### config.mk
export PLATFORM = sky130hd
export DESIGN_NAME = igce_top
export DESIGN_NICKNAME = d
export VERILOG_FILES = /design/src/igce_pkg.sv /design/src/igce_top.sv
export SDC_FILE = /design/constraint.sdc
export NUM_CORES = 1
export LEC_CHECK = 0
export BUFFER_PORTS_ARGS = -buffer_cell sky130_fd_sc_hd__buf_4
export CAP_MARGIN = 20
export CORE_MARGIN = 1.5
export CORE_UTILIZATION = 39
export CTS_CLUSTER_SIZE = 20
export DETAILED_ROUTE_END_ITERATION = 8
export GPL_ROUTABILITY_DRIVEN = 0
export PLACE_DENSITY = 0.8
export SYNTH_ARGS = -nofsm -noshare
export SYNTH_HDL_FRONTEND = slang
export SYNTH_SLANG_ARGS = --single-unit
### constraint.sdc
create_clock -name REF_CLK -period 1.8 [get_ports REF_CLK]
set_input_delay 0.36 -clock REF_CLK [delete_from_list [all_inputs] [get_ports REF_CLK]]
set_output_delay 0.36 -clock REF_CLK [all_outputs]
set_load 0.05 [all_outputs]
### src/igce_pkg.sv
/*
 File holds the shared constants of the general-call response and enable
 status block: register offsets, field positions, reset values and the
 AHB-Lite encodings used by the register slave.
 Assumes one 32-bit AHB-Lite slave port and a 100 MHz core clock.
*/
package igce_pkg;
   localparam int ADDR_W = 8;
   localparam logic [ADDR_W-1:0] OFF_GC_RESP = 8'h98;
   localparam logic [ADDR_W-1:0] OFF_EN_STATE = 8'h9c;
   localparam logic [ADDR_W-1:0] OFF_ENABLE = 8'h6c;
   localparam logic [ADDR_W-1:0] OFF_IRQ_STAT = 8'ha0;
   localparam logic [ADDR_W-1:0] OFF_IRQ_CLR = 8'ha4;
   localparam logic [ADDR_W-1:0] OFF_IRQ_EN = 8'ha8;
   localparam int GC_ACK_BIT = 0;
   localparam int EN_FLAG_BIT = 0;
   localparam int OFF_BUSY_BIT = 1;
   localparam int RX_LOST_BIT = 2;
   localparam int IRQ_W = 3;
   localparam int IRQ_DIS_DONE = 0;
   localparam int IRQ_ABORT = 1;
   localparam int IRQ_LOST = 2;
   localparam logic GC_ACK_RESET = 1'b1;
   localparam logic [6:0] GEN_CALL_ADDR = 7'h00;
   localparam logic [1:0] HTRANS_NONSEQ = 2'h2;
   localparam logic [2:0] HSIZE_WORD = 3'h2;
   localparam logic [31:0] ZERO_WORD = 32'h0000_0000;
   typedef enum logic [1:0] {
      IGCE_TGT_IDLE,
      IGCE_TGT_ADDR,
      IGCE_TGT_RX_DATA,
      IGCE_TGT_TX
   } igce_tgt_e;
endpackage

### src/igce_top.sv
/*
 File holds the general-call acknowledge selection and the enable status
 report of an I2C controller, with its AHB-Lite register slave.
 Assumes the byte-level target engine supplies one-cycle event pulses on
 the core clock, and that the bus engine reports when the controller may
 really go quiet after a disable request.
*/
// The implementer's own choice: the AHB-Lite interface to the registers.
// What this block does
// - With the select bit at one a General Call address is acknowledged by driving SDA low.
// - With the select bit at zero a General Call address is refused by leaving SDA released.
// - The select bit resets to one and is a read/write bit 0 of its register.
// - The select bit only matters while the controller acts as a target.
// - While enabled the status report shows bits 2:1 as zero and bit 0 as one.
// - After a disable, bits 2:1 are meaningful only once the enabled flag reads zero.
// - The enabled flag falls only after a delay governed by current bus activity.
// - Loss flag sets when a disable aborts a matched target receive after its data phase began.
// - Loss flag clears when disabled without taking part in a target-receive data phase.
// - Busy-abort flag sets when disabled during target address or receive data bytes.
// - Busy-abort means a not-acknowledge was forced, matched or not, also for a pending disable.
// - A STOP before the forced not-acknowledge with the enable cleared sets both flags.
// - Busy-abort clears when disabled while idle or while the controller acts as master.
// - Enabled flag mirrors the enabled port; all status bits read-only and reset to zero.
`timescale 1ns/1ps
module igce_top
   import igce_pkg::*;
(
   input wire logic REF_CLK,
   input wire logic RSTN,
   input wire logic HSEL,
   input wire logic [igce_pkg::ADDR_W-1:0] HADDR,
   input wire logic [1:0] HTRANS,
   input wire logic HWRITE,
   input wire logic [2:0] HSIZE,
   input wire logic [31:0] HWDATA,
   input wire logic HREADY,
   output logic [31:0] HRDATA,
   output logic HREADYOUT,
   output logic HRESP,
   input wire logic MASTER_MODE,
   input wire logic ADDR_BYTE_DONE,
   input wire logic [7:0] ADDR_BYTE,
   input wire logic ADDR_MATCH,
   input wire logic ACK_SLOT,
   input wire logic TARGET_ACTIVE,
   input wire logic RX_DATA_START,
   input wire logic STOP_SEEN,
   input wire logic BUS_QUIET,
   output logic GC_ACK_DRIVE,
   output logic FORCE_NACK,
   output logic ENABLED_PORT,
   output logic IRQ
);
   import igce_pkg::*;

   ////////////////////////////////////////////////////////////////////////
   // AHB-Lite slave
   logic ph_valid;
   logic ph_write;
   logic [ADDR_W-1:0] ph_addr;
   logic wr_gc;
   logic wr_en;
   logic wr_clr;
   logic wr_irq_en;
   logic gc_ack_select;
   logic enable_ctrl;
   logic rx_lost;
   logic off_busy;
   logic [IRQ_W-1:0] irq_stat;
   logic [IRQ_W-1:0] irq_en;
   logic [IRQ_W-1:0] irq_evt;
   logic [31:0] next_rdata;

   always_ff @(posedge REF_CLK or negedge RSTN) begin
      if (!RSTN) begin
         ph_valid <= 1'b0;
         ph_write <= 1'b0;
         ph_addr <= '0;
      end else if (HREADY) begin
         ph_valid <= HSEL && HTRANS == HTRANS_NONSEQ && HSIZE == HSIZE_WORD;
         ph_write <= HWRITE;
         ph_addr <= HADDR;
      end
   end

   assign HREADYOUT = 1'b1;
   assign HRESP = 1'b0;
   assign wr_gc = ph_valid && ph_write && ph_addr == OFF_GC_RESP;
   assign wr_en = ph_valid && ph_write && ph_addr == OFF_ENABLE;
   assign wr_clr = ph_valid && ph_write && ph_addr == OFF_IRQ_CLR;
   assign wr_irq_en = ph_valid && ph_write && ph_addr == OFF_IRQ_EN;

   // Read data is formed from the address-phase address so it is ready next cycle.
   // The status word samples live state, so software must honour the settle rule.
   always_comb begin
      next_rdata = ZERO_WORD;
      case (HADDR)
         OFF_GC_RESP: next_rdata[GC_ACK_BIT] = gc_ack_select;
         OFF_EN_STATE: begin
            next_rdata[EN_FLAG_BIT] = ENABLED_PORT;
            next_rdata[OFF_BUSY_BIT] = off_busy;
            next_rdata[RX_LOST_BIT] = rx_lost;
         end
         OFF_ENABLE: next_rdata[0] = enable_ctrl;
         OFF_IRQ_STAT: next_rdata[IRQ_W-1:0] = irq_stat;
         OFF_IRQ_EN: next_rdata[IRQ_W-1:0] = irq_en;
         default: next_rdata = ZERO_WORD;
      endcase
   end

   always_ff @(posedge REF_CLK or negedge RSTN) begin
      if (!RSTN) begin
         HRDATA <= ZERO_WORD;
      end else if (HREADY && HSEL && HTRANS == HTRANS_NONSEQ && !HWRITE) begin
         HRDATA <= next_rdata;
      end
   end

   ////////////////////////////////////////////////////////////////////////
   // Control registers
   always_ff @(posedge REF_CLK or negedge RSTN) begin
      if (!RSTN) begin
         gc_ack_select <= GC_ACK_RESET;
      end else if (wr_gc) begin
         gc_ack_select <= HWDATA[GC_ACK_BIT];
      end
   end

   always_ff @(posedge REF_CLK or negedge RSTN) begin
      if (!RSTN) begin
         enable_ctrl <= 1'b0;
      end else if (wr_en) begin
         enable_ctrl <= HWDATA[0];
      end
   end

   ////////////////////////////////////////////////////////////////////////
   // Target transfer tracking
   igce_tgt_e tgt_state;
   logic is_gen_call;
   logic in_rx_data;
   logic gc_pending;

   assign is_gen_call = ADDR_BYTE[7:1] == GEN_CALL_ADDR && !ADDR_BYTE[0];

   // Tracks how far a target transfer has gone, so that a disable can tell
   // an address byte from a data phase. Any STOP, a disabled port or master
   // operation returns it to idle.
   always_ff @(posedge REF_CLK or negedge RSTN) begin
      if (!RSTN) begin
         tgt_state <= IGCE_TGT_IDLE;
      end else if (STOP_SEEN || !ENABLED_PORT || MASTER_MODE) begin
         tgt_state <= IGCE_TGT_IDLE;
      end else begin
         case (tgt_state)
            IGCE_TGT_IDLE: if (TARGET_ACTIVE) tgt_state <= IGCE_TGT_ADDR;
            IGCE_TGT_ADDR: begin
               if (ADDR_BYTE_DONE && ADDR_MATCH) begin
                  tgt_state <= ADDR_BYTE[0] ? IGCE_TGT_TX : IGCE_TGT_ADDR;
               end
               if (RX_DATA_START) tgt_state <= IGCE_TGT_RX_DATA;
            end
            IGCE_TGT_RX_DATA: tgt_state <= IGCE_TGT_RX_DATA;
            IGCE_TGT_TX: tgt_state <= IGCE_TGT_TX;
            default: tgt_state <= IGCE_TGT_IDLE;
         endcase
      end
   end

   assign in_rx_data = tgt_state == IGCE_TGT_RX_DATA;

   always_ff @(posedge REF_CLK or negedge RSTN) begin
      if (!RSTN) begin
         gc_pending <= 1'b0;
      end else if (ADDR_BYTE_DONE) begin
         gc_pending <= is_gen_call && !MASTER_MODE;
      end else if (STOP_SEEN || (gc_pending && ACK_SLOT)) begin
         gc_pending <= 1'b0;
      end
   end

   // Acknowledge only when selected, as a target, and still enabled
   assign GC_ACK_DRIVE = gc_pending && ACK_SLOT && gc_ack_select
      && enable_ctrl && !MASTER_MODE;

   ////////////////////////////////////////////////////////////////////////
   // Disable sequence and status flags
   logic dis_pending;
   logic busy_at_off;
   logic lost_at_off;

   assign busy_at_off = tgt_state == IGCE_TGT_ADDR || in_rx_data;
   assign lost_at_off = in_rx_data;

   // Enabled port rises at once and falls only after the bus goes quiet or a STOP is seen.
   // The pending flag holds it up for at least one more cycle, so a disable
   // never cuts a byte that is already on the wire.
   always_ff @(posedge REF_CLK or negedge RSTN) begin
      if (!RSTN) begin
         ENABLED_PORT <= 1'b0;
         dis_pending <= 1'b0;
      end else if (enable_ctrl) begin
         ENABLED_PORT <= 1'b1;
         dis_pending <= 1'b0;
      end else if (ENABLED_PORT) begin
         dis_pending <= 1'b1;
         if (dis_pending && (BUS_QUIET || STOP_SEEN)) begin
            ENABLED_PORT <= 1'b0;
            dis_pending <= 1'b0;
         end
      end
   end

   // While disabling and busy the target refuses every byte
   assign FORCE_NACK = dis_pending && busy_at_off;

   // Flags are captured on the first cycle of a disable and may only grow
   // while the disable is pending; they freeze once the port has fallen,
   // which is when software may trust them.
   always_ff @(posedge REF_CLK or negedge RSTN) begin
      if (!RSTN) begin
         off_busy <= 1'b0;
         rx_lost <= 1'b0;
      end else if (enable_ctrl) begin
         off_busy <= 1'b0;
         rx_lost <= 1'b0;
      end else if (ENABLED_PORT && !dis_pending) begin
         off_busy <= busy_at_off;
         rx_lost <= lost_at_off;
      end else if (dis_pending && STOP_SEEN && busy_at_off) begin
         off_busy <= 1'b1;
         rx_lost <= 1'b1;
      end else if (dis_pending && busy_at_off) begin
         off_busy <= 1'b1;
         rx_lost <= rx_lost | lost_at_off;
      end
   end

   ////////////////////////////////////////////////////////////////////////
   // Interrupts
   // Events fire on the fall of the enabled port, when the flags are final.
   logic en_q;
   always_ff @(posedge REF_CLK or negedge RSTN) begin
      if (!RSTN) begin
         en_q <= 1'b0;
      end else begin
         en_q <= ENABLED_PORT;
      end
   end

   assign irq_evt[IRQ_DIS_DONE] = en_q && !ENABLED_PORT;
   assign irq_evt[IRQ_ABORT] = en_q && !ENABLED_PORT && off_busy;
   assign irq_evt[IRQ_LOST] = en_q && !ENABLED_PORT && rx_lost;

   // Set wins over a clear in the same cycle
   always_ff @(posedge REF_CLK or negedge RSTN) begin
      if (!RSTN) begin
         irq_stat <= '0;
      end else begin
         irq_stat <= (irq_stat & ~(wr_clr ? HWDATA[IRQ_W-1:0] : '0)) | irq_evt;
      end
   end

   always_ff @(posedge REF_CLK or negedge RSTN) begin
      if (!RSTN) begin
         irq_en <= '0;
      end else if (wr_irq_en) begin
         irq_en <= HWDATA[IRQ_W-1:0];
      end
   end

   assign IRQ = |(irq_stat & irq_en);

   ////////////////////////////////////////////////////////////////////////
   // Assertions
   a_gc_ack_on: assert property (@(posedge REF_CLK) disable iff (!RSTN)
      gc_pending && ACK_SLOT && gc_ack_select && enable_ctrl && !MASTER_MODE
      |-> GC_ACK_DRIVE) else $error("General call not acknowledged");
   a_gc_nack_off: assert property (@(posedge REF_CLK) disable iff (!RSTN)
      !gc_ack_select |-> !GC_ACK_DRIVE) else $error("General call acked while refused");
   a_gc_reset_val: assert property (@(posedge REF_CLK)
      $rose(RSTN) |-> gc_ack_select) else $error("Select bit not one after reset");
   a_gc_master_off: assert property (@(posedge REF_CLK) disable iff (!RSTN)
      MASTER_MODE |-> !GC_ACK_DRIVE) else $error("Acknowledge while master");
   a_enabled_clean: assert property (@(posedge REF_CLK) disable iff (!RSTN)
      enable_ctrl |=> ENABLED_PORT && !off_busy && !rx_lost)
      else $error("Enabled status not clean");
   a_en_delay: assert property (@(posedge REF_CLK) disable iff (!RSTN)
      $fell(enable_ctrl) |=> ENABLED_PORT) else $error("Enabled flag fell at once");
   a_stop_both: assert property (@(posedge REF_CLK) disable iff (!RSTN)
      dis_pending && STOP_SEEN && busy_at_off && !enable_ctrl |=> off_busy && rx_lost)
      else $error("Stop during disable did not set flags");
   a_idle_clear: assert property (@(posedge REF_CLK) disable iff (!RSTN)
      ENABLED_PORT && !enable_ctrl && !dis_pending && tgt_state == IGCE_TGT_IDLE
      |=> !off_busy && !rx_lost) else $error("Idle disable left flags set");
   a_lost_implies: assert property (@(posedge REF_CLK) disable iff (!RSTN)
      $rose(rx_lost) |-> $past(busy_at_off)) else $error("Loss without receive");
   a_irq_level: assert property (@(posedge REF_CLK) disable iff (!RSTN)
      IRQ == |(irq_stat & irq_en)) else $error("Interrupt level wrong");

   // Status bit 0 read back is the enabled port of the address phase
   a_status_mirror: assert property (@(posedge REF_CLK) disable iff (!RSTN)
      HREADY && HSEL && HTRANS == HTRANS_NONSEQ && !HWRITE && HADDR == OFF_EN_STATE
      |=> HRDATA[EN_FLAG_BIT] == $past(ENABLED_PORT))
      else $error("Status bit 0 does not mirror port");

   // A settled enable reads as enabled with both flags clear
   a_status_enabled: assert property (@(posedge REF_CLK) disable iff (!RSTN)
      HREADY && HSEL && HTRANS == HTRANS_NONSEQ && !HWRITE && HADDR == OFF_EN_STATE
      && enable_ctrl && $past(enable_ctrl)
      |=> HRDATA[EN_FLAG_BIT] && !HRDATA[OFF_BUSY_BIT] && !HRDATA[RX_LOST_BIT])
      else $error("Enabled status read wrong");

   // Out of reset every status bit is zero
   a_status_reset: assert property (@(posedge REF_CLK)
      $rose(RSTN) |-> !off_busy && !rx_lost && !ENABLED_PORT)
      else $error("Status not zero after reset");

   // The port only falls from a pending disable on a quiet bus or a STOP
   a_fall_cause: assert property (@(posedge REF_CLK) disable iff (!RSTN)
      $fell(ENABLED_PORT)
      |-> $past(dis_pending) && !$past(enable_ctrl) && ($past(BUS_QUIET) || $past(STOP_SEEN)))
      else $error("Enabled port fell without cause");

   // Once the port is down the flags no longer move
   a_flags_settled: assert property (@(posedge REF_CLK) disable iff (!RSTN)
      $fell(ENABLED_PORT) && !enable_ctrl
      |=> $stable(off_busy) && $stable(rx_lost))
      else $error("Flags moved after port fell");

   // Forced refusal only happens while the port is still up
   a_nack_when_up: assert property (@(posedge REF_CLK) disable iff (!RSTN)
      FORCE_NACK |-> ENABLED_PORT)
      else $error("Forced refusal while inactive");

   // A busy target during a pending disable marks the busy-abort flag
   a_busy_marked: assert property (@(posedge REF_CLK) disable iff (!RSTN)
      dis_pending && busy_at_off && !enable_ctrl
      |=> off_busy)
      else $error("Busy disable not flagged");

   // A disable outside a receive data phase captures the loss flag clear on its first cycle
   a_lost_clear: assert property (@(posedge REF_CLK) disable iff (!RSTN)
      ENABLED_PORT && !enable_ctrl && !dis_pending && !in_rx_data
      |=> !rx_lost)
      else $error("Loss flag set outside data phase");

   // Any other address byte drops a pending general call
   a_gc_only_zero: assert property (@(posedge REF_CLK) disable iff (!RSTN)
      ADDR_BYTE_DONE && !is_gen_call
      |=> !gc_pending)
      else $error("Non general call address kept pending");

   c_gc_ack: cover property (@(posedge REF_CLK) disable iff (!RSTN) GC_ACK_DRIVE);
   c_dis_busy: cover property (@(posedge REF_CLK) disable iff (!RSTN)
      $fell(ENABLED_PORT) && off_busy);
   c_dis_lost: cover property (@(posedge REF_CLK) disable iff (!RSTN)
      $fell(ENABLED_PORT) && rx_lost);
   c_dis_idle: cover property (@(posedge REF_CLK) disable iff (!RSTN)
      $fell(ENABLED_PORT) && !off_busy);
   // General call refused by the select bit
   c_gc_refused: cover property (@(posedge REF_CLK) disable iff (!RSTN)
      gc_pending && ACK_SLOT && !gc_ack_select && !MASTER_MODE);
endmodule

; Yosys cells after proc, flatten, opt, wreduce, memory -nomap -nowiden
; Cells that the tools add are included.
[word_totals]
register_bits = 29
latchBits = 0
mem_bits_rw = 0
mem_bits_ro = 0
inputBits = 66
output_inout_bits = 38
mem_count = 0
[classes]
addsub = 0
n_mul = 0
n_div = 0
order_cmp = 0
n_eq_ne = 16
shifts = 0
n_mux = 24
n_bitwise = 5
reduce_logical = 42
[op_table]
columns = cell, count
row1 = "8-bit == test, second input constant", 7
row2 = 1-bit logical AND, 25
row3 = "8-bit by 7-bit == test with 1-bit output, second input constant", 2
row4 = 1-bit two-way mux, 15
row5 = 2-bit two-way mux, 5
row6 = 2-bit case mux with 4 select lines, 1
row7 = 7-bit logical NOT, 1
row8 = 3-bit bitwise AND, 2
row9 = "2-bit == test, second input constant", 3
row10 = 2-bit case mux with 3 select lines, 1
row11 = 1-bit logical NOT, 5
row12 = 1-bit logical OR, 5
row13 = 1-bit case mux with 5 select lines, 1
row14 = "4-bit != test, second input constant", 1
row15 = 2-bit nonzero test, 2
row16 = 4-bit nonzero test, 1
row17 = "3-bit by 2-bit == test with 1-bit output, second input constant", 1
row18 = 3-bit two-way mux, 1
row19 = "3-bit != test, second input constant", 1
row20 = 3-bit NOT, 1
row21 = 3-bit OR, 1
row22 = 3-bit OR reduction, 1
row23 = "2-bit by 1-bit == test with 1-bit output, second input constant", 1
row24 = 2-bit logical NOT, 1
row25 = 2 further kinds, 2

; Logic depth before layout (Yosys ltp)
[depth]
word_depth = 7
depth_mapped = 6
ltp_nobuf = 6

; Least setup slack after synthesis
; Ideal clock, no wire load.
[synth_path]
path_type = register to register
from = register ph_addr[1]
to = register irq_en[0]
t_arrival_ps = 1872
slack_ps = -197
path_stages_with_launch = 5
path_buffers = 0
path_cell_list = dfrtp_1 or4b_1 or4b_4 nor2_2 mux2_2
[synth_between]
elab_chain_cells = 2
[synth_lines]
columns = item, line_no
row1 = start: declaration, igce_top.sv:60  ; logic [ADDR_W-1:0] ph_addr;
row2 = start signal: assignment, igce_top.sv:78  ; ph_addr <= '0;
row3 = start signal: assignment, igce_top.sv:82  ; ph_addr <= HADDR;
row4 = 8-bit == test, igce_top.sv:91  ; assign wr_irq_en = ph_valid && ph_write && ph_addr == OFF_IRQ_EN;
row5 = 1-bit logical AND, igce_top.sv:91
row6 = end signal: assignment, igce_top.sv:268  ; irq_en <= HWDATA[IRQ_W-1:0];
row7 = end: declaration, igce_top.sv:70  ; logic [IRQ_W-1:0] irq_en;
; No other way between the ends.
; A chain may end at the register's enable or synchronous reset.

; Worst setup path after layout
[layout_path]
from = register ph_addr[1]
to = register irq_en[1]
; Same word-level chain as after synthesis.

==> impl_metrics.csv <==
group,metric,value,unit
layout,layout.nets,296,
synth,synthCells,169,
synth,synth_common_cells,"buf_4, dfrtp_1, mux2_2, nor2_1, nand2_1",
synth,yosysWarnings,0,
clock_network,clock_path_buffers,2,
synth,synth-edff-count,0,
floorplanning,core,4120,um^2
grt,gr-total-overflow,0,
timing,fmax,491,MHz
timing,setup_violations,4,
timing,fin_hold_ws,0.268,ns
floorplanning,initial_core_util,41.6,%
routing,first_iter_violations,86,
grt,grt_pass1_wl,5640,um
layout,design_area,2170,um^2
status,violations,"negative setup slack",
setup_path,cpMaxStageDelayCell,"or4b_4",
setup_path,startpoint_type,"flip-flop",
timing,tightest_slew,0.515,ns
synth,synth-seq-area-share,42.4,%
setup_path,arrival,2.20,ns
layout,drive_gt1_share,36.7,%
timing,timing.final.crit_share,113,%
worst_hold_path,hold_class,"in -> reg",
status,outcome,"complete, but fails checks",
floorplanning,die_w,69.3,um
synth,synth_ff_type,"dfrtp_1",
worst_hold_path,hold_depth,2,
timing,setup-tns-final,-0.926,ns
clock_network,cts_tree,"done",
pwr,ir_worst_vdd,461,uV
timing,clock_skew,0.00527,ns
pwr,power.leakage,0.00106,uW
routing,vias,1322,
clock_network,cts_made_buffers,5,
grt,antenna_found_initial,0,
synth,yosysUniqueCellTypes,38,
setup_path,cpLargestDelayFamily,"simple AND/OR/NAND/NOR gates",
pwr,power.density,752,nW/um^2
floorplanning,die_y,69.3,um
layout,fillers,393,
layout,num_antenna_cells,0,
routing,ant_nets,0,
floorplanning,dieArea,4800,um^2
setup_path,crit_required,1.97,ns
grt,grtUsageTotal,14.6,%
timing,timing.final.ws_setup,-0.236,ns
placed_design,portBuffers,43,
floorplanning,num_rows,23,
synth,synth_top_area_cell,"dfrtp_1",
synth,synth_seq_cells,29,
setup_path,crit_buf_inv,0,
clock_network,insertion_delay,0.28,ns
setup_path,crit_top_cell,"or4b_4",
synth,synthMostInstantiatedCell,"buf_4",
placed_design,pre_cts_slack,-0.257,ns
setup_path,rr_worst_depth,4,
floorplanning,ios,104,
setup_path,slowest_delay,0.53,ns
clock_network,clk_transition_reported_paths,0.06,ns
timing,rsz0062_at_grt,"yes",
synth,async_flop_share,100,%
clock_network,clock_sinks,29,
synth,syn_area,1710,um^2
routing,dr.pass1.iters,5,
setup_path,worstSetupPathType,"reg -> reg",
layout,area_growth,26.4,%
routing,via_per_inst,4.79,
job,cap_violations,0,
routing,drcViolationCount,0,
clock_network,h-tree-depth,2,
timing,min_period,2.04,ns
timing,relSlewSlack,65.2,%
placed_design,hpwl,2610,um
setup_path,path_max_fanout,3,
synth,synth_top_area_share,40.9,%
synth,postSynthAreaPerCell,10.1,um^2
setup_path,critPathCaptureType,"flip-flop",
timing,hold_viol,0,
timing,drv_slew,0,
placed_design,place_area,2010,um^2
grt,grt_max_degree,30,
clock_network,root_buffer,"clkbuf_8",
setup_path,crit_chain,"or4b_4 -> or4b_4 -> nor2_4 -> mux2_4",
synth,synth_area_leaders,"dfrtp_1, buf_4, mux2_2, ha_1, nor2_1",
grt,grt_pass1_vias,1285,
setup_path,cp_num_cells,4,
routing,wl_per_cell,12.3,um
routing,routed_wl,3390,um
==> power breakdown <==
group | switching (uW) | internal (uW) | leakage (uW)
clock | 244 | 345 | 0.0000542
combinational | 210 | 108 | 0.000633
sequential | 32.2 | 689 | 0.000373
total | 487 | 1140 | 0.00106
==> layer usage <==
metal	up-vias	part of all wire, %	GRT usage (%)
li1	641	-	-
met1	625	43	17.6
met2	50	50	24.4
met3	6	5.3	4.80
met4	0	1.5	5.45
met5	-	0	0
==> layout make-up <==
class                           count  area [um^2]  area share [%]
Multi-Input combinational cell    130          856            39.5
Sequential cell                    29          727            33.6
Timing Repair Buffer               52          393            18.1
Clock buffer                        7         96.3            4.45
Tap cell                           50         62.6            2.89
Inverter                            7         26.3            1.21
Clock inverter                      1         5.00           0.231
==> per-stage QoR <==
stage	total power [uW]	util, %	cells
detailed placement	1040	48.9	263
global placement	1040	48.9	263
finish	1630	52.6	276
floorplan	985	-	198
global route	1700	52.6	276
CTS	1640	51.9	273
==> sequential cells by signal, summed over array words and instances (netlist names), 2 cells and up <==
signal,flops
irq_en,3
ph_addr,8
HRDATA,3
tgt_state,2
irq_stat,3
==> cell usage in the layout, fill, tap and decap left out, drive strengths merged, types with 2 or more instances in the layout <==
cell	count
a21o	2
a21oi	4
a22o	2
a32oi	2
buf	51
clkbuf	7
conb	31
dfrtp	28
ha	5
inv	7
mux2	18
nand2	11
nand2b	3
nand3	3
nor2	13
nor2b	3
nor3	6
nor4	4
nor4b	2
o21ai	5
or3	2
or4b	2
==> cell families after synthesis <==
family / count (synthesis) / synth area share (%)
adder cells (fa/ha/maj): 5 / 3.65
flip-flops: 29 / 42.4
other: 2 / 0.438
buffers and inverters: 39 / 15.3
AO/OA/AOI/OAI: 19 / 7.52
multiplexers: 19 / 12.4
AND/OR/NAND/NOR: 56 / 18.2
==> final timing paths <==
kind,slack [ns],endpoint,startpoint
max,-0.24,irq_en[1],ph_addr[1]
min,0.27,gc_pending,ADDR_BYTE_DONE
max reg2reg,-0.24,irq_en[1],ph_addr[1]
min reg2reg,0.49,HRDATA[1],HRDATA[1]
max in group asynchronous,0.96,gc_ack_select,RSTN
min in group asynchronous,0.53,HRDATA[2],RSTN
==> repair_timing <==
| action | in CTS | in global routing |
|---|---|---|
| setup endpoints to repair | 4 | 5 |
| hold buffers | 1 | 0 |
| gates resized for setup | 1 | 2 |
| pin swaps | 1 | 1 |
| endpoints found under the hold margin | 3 | 0 |
| buffers inserted | 1 | 3 |
Note: power is estimated with default switching activity, not from simulation.
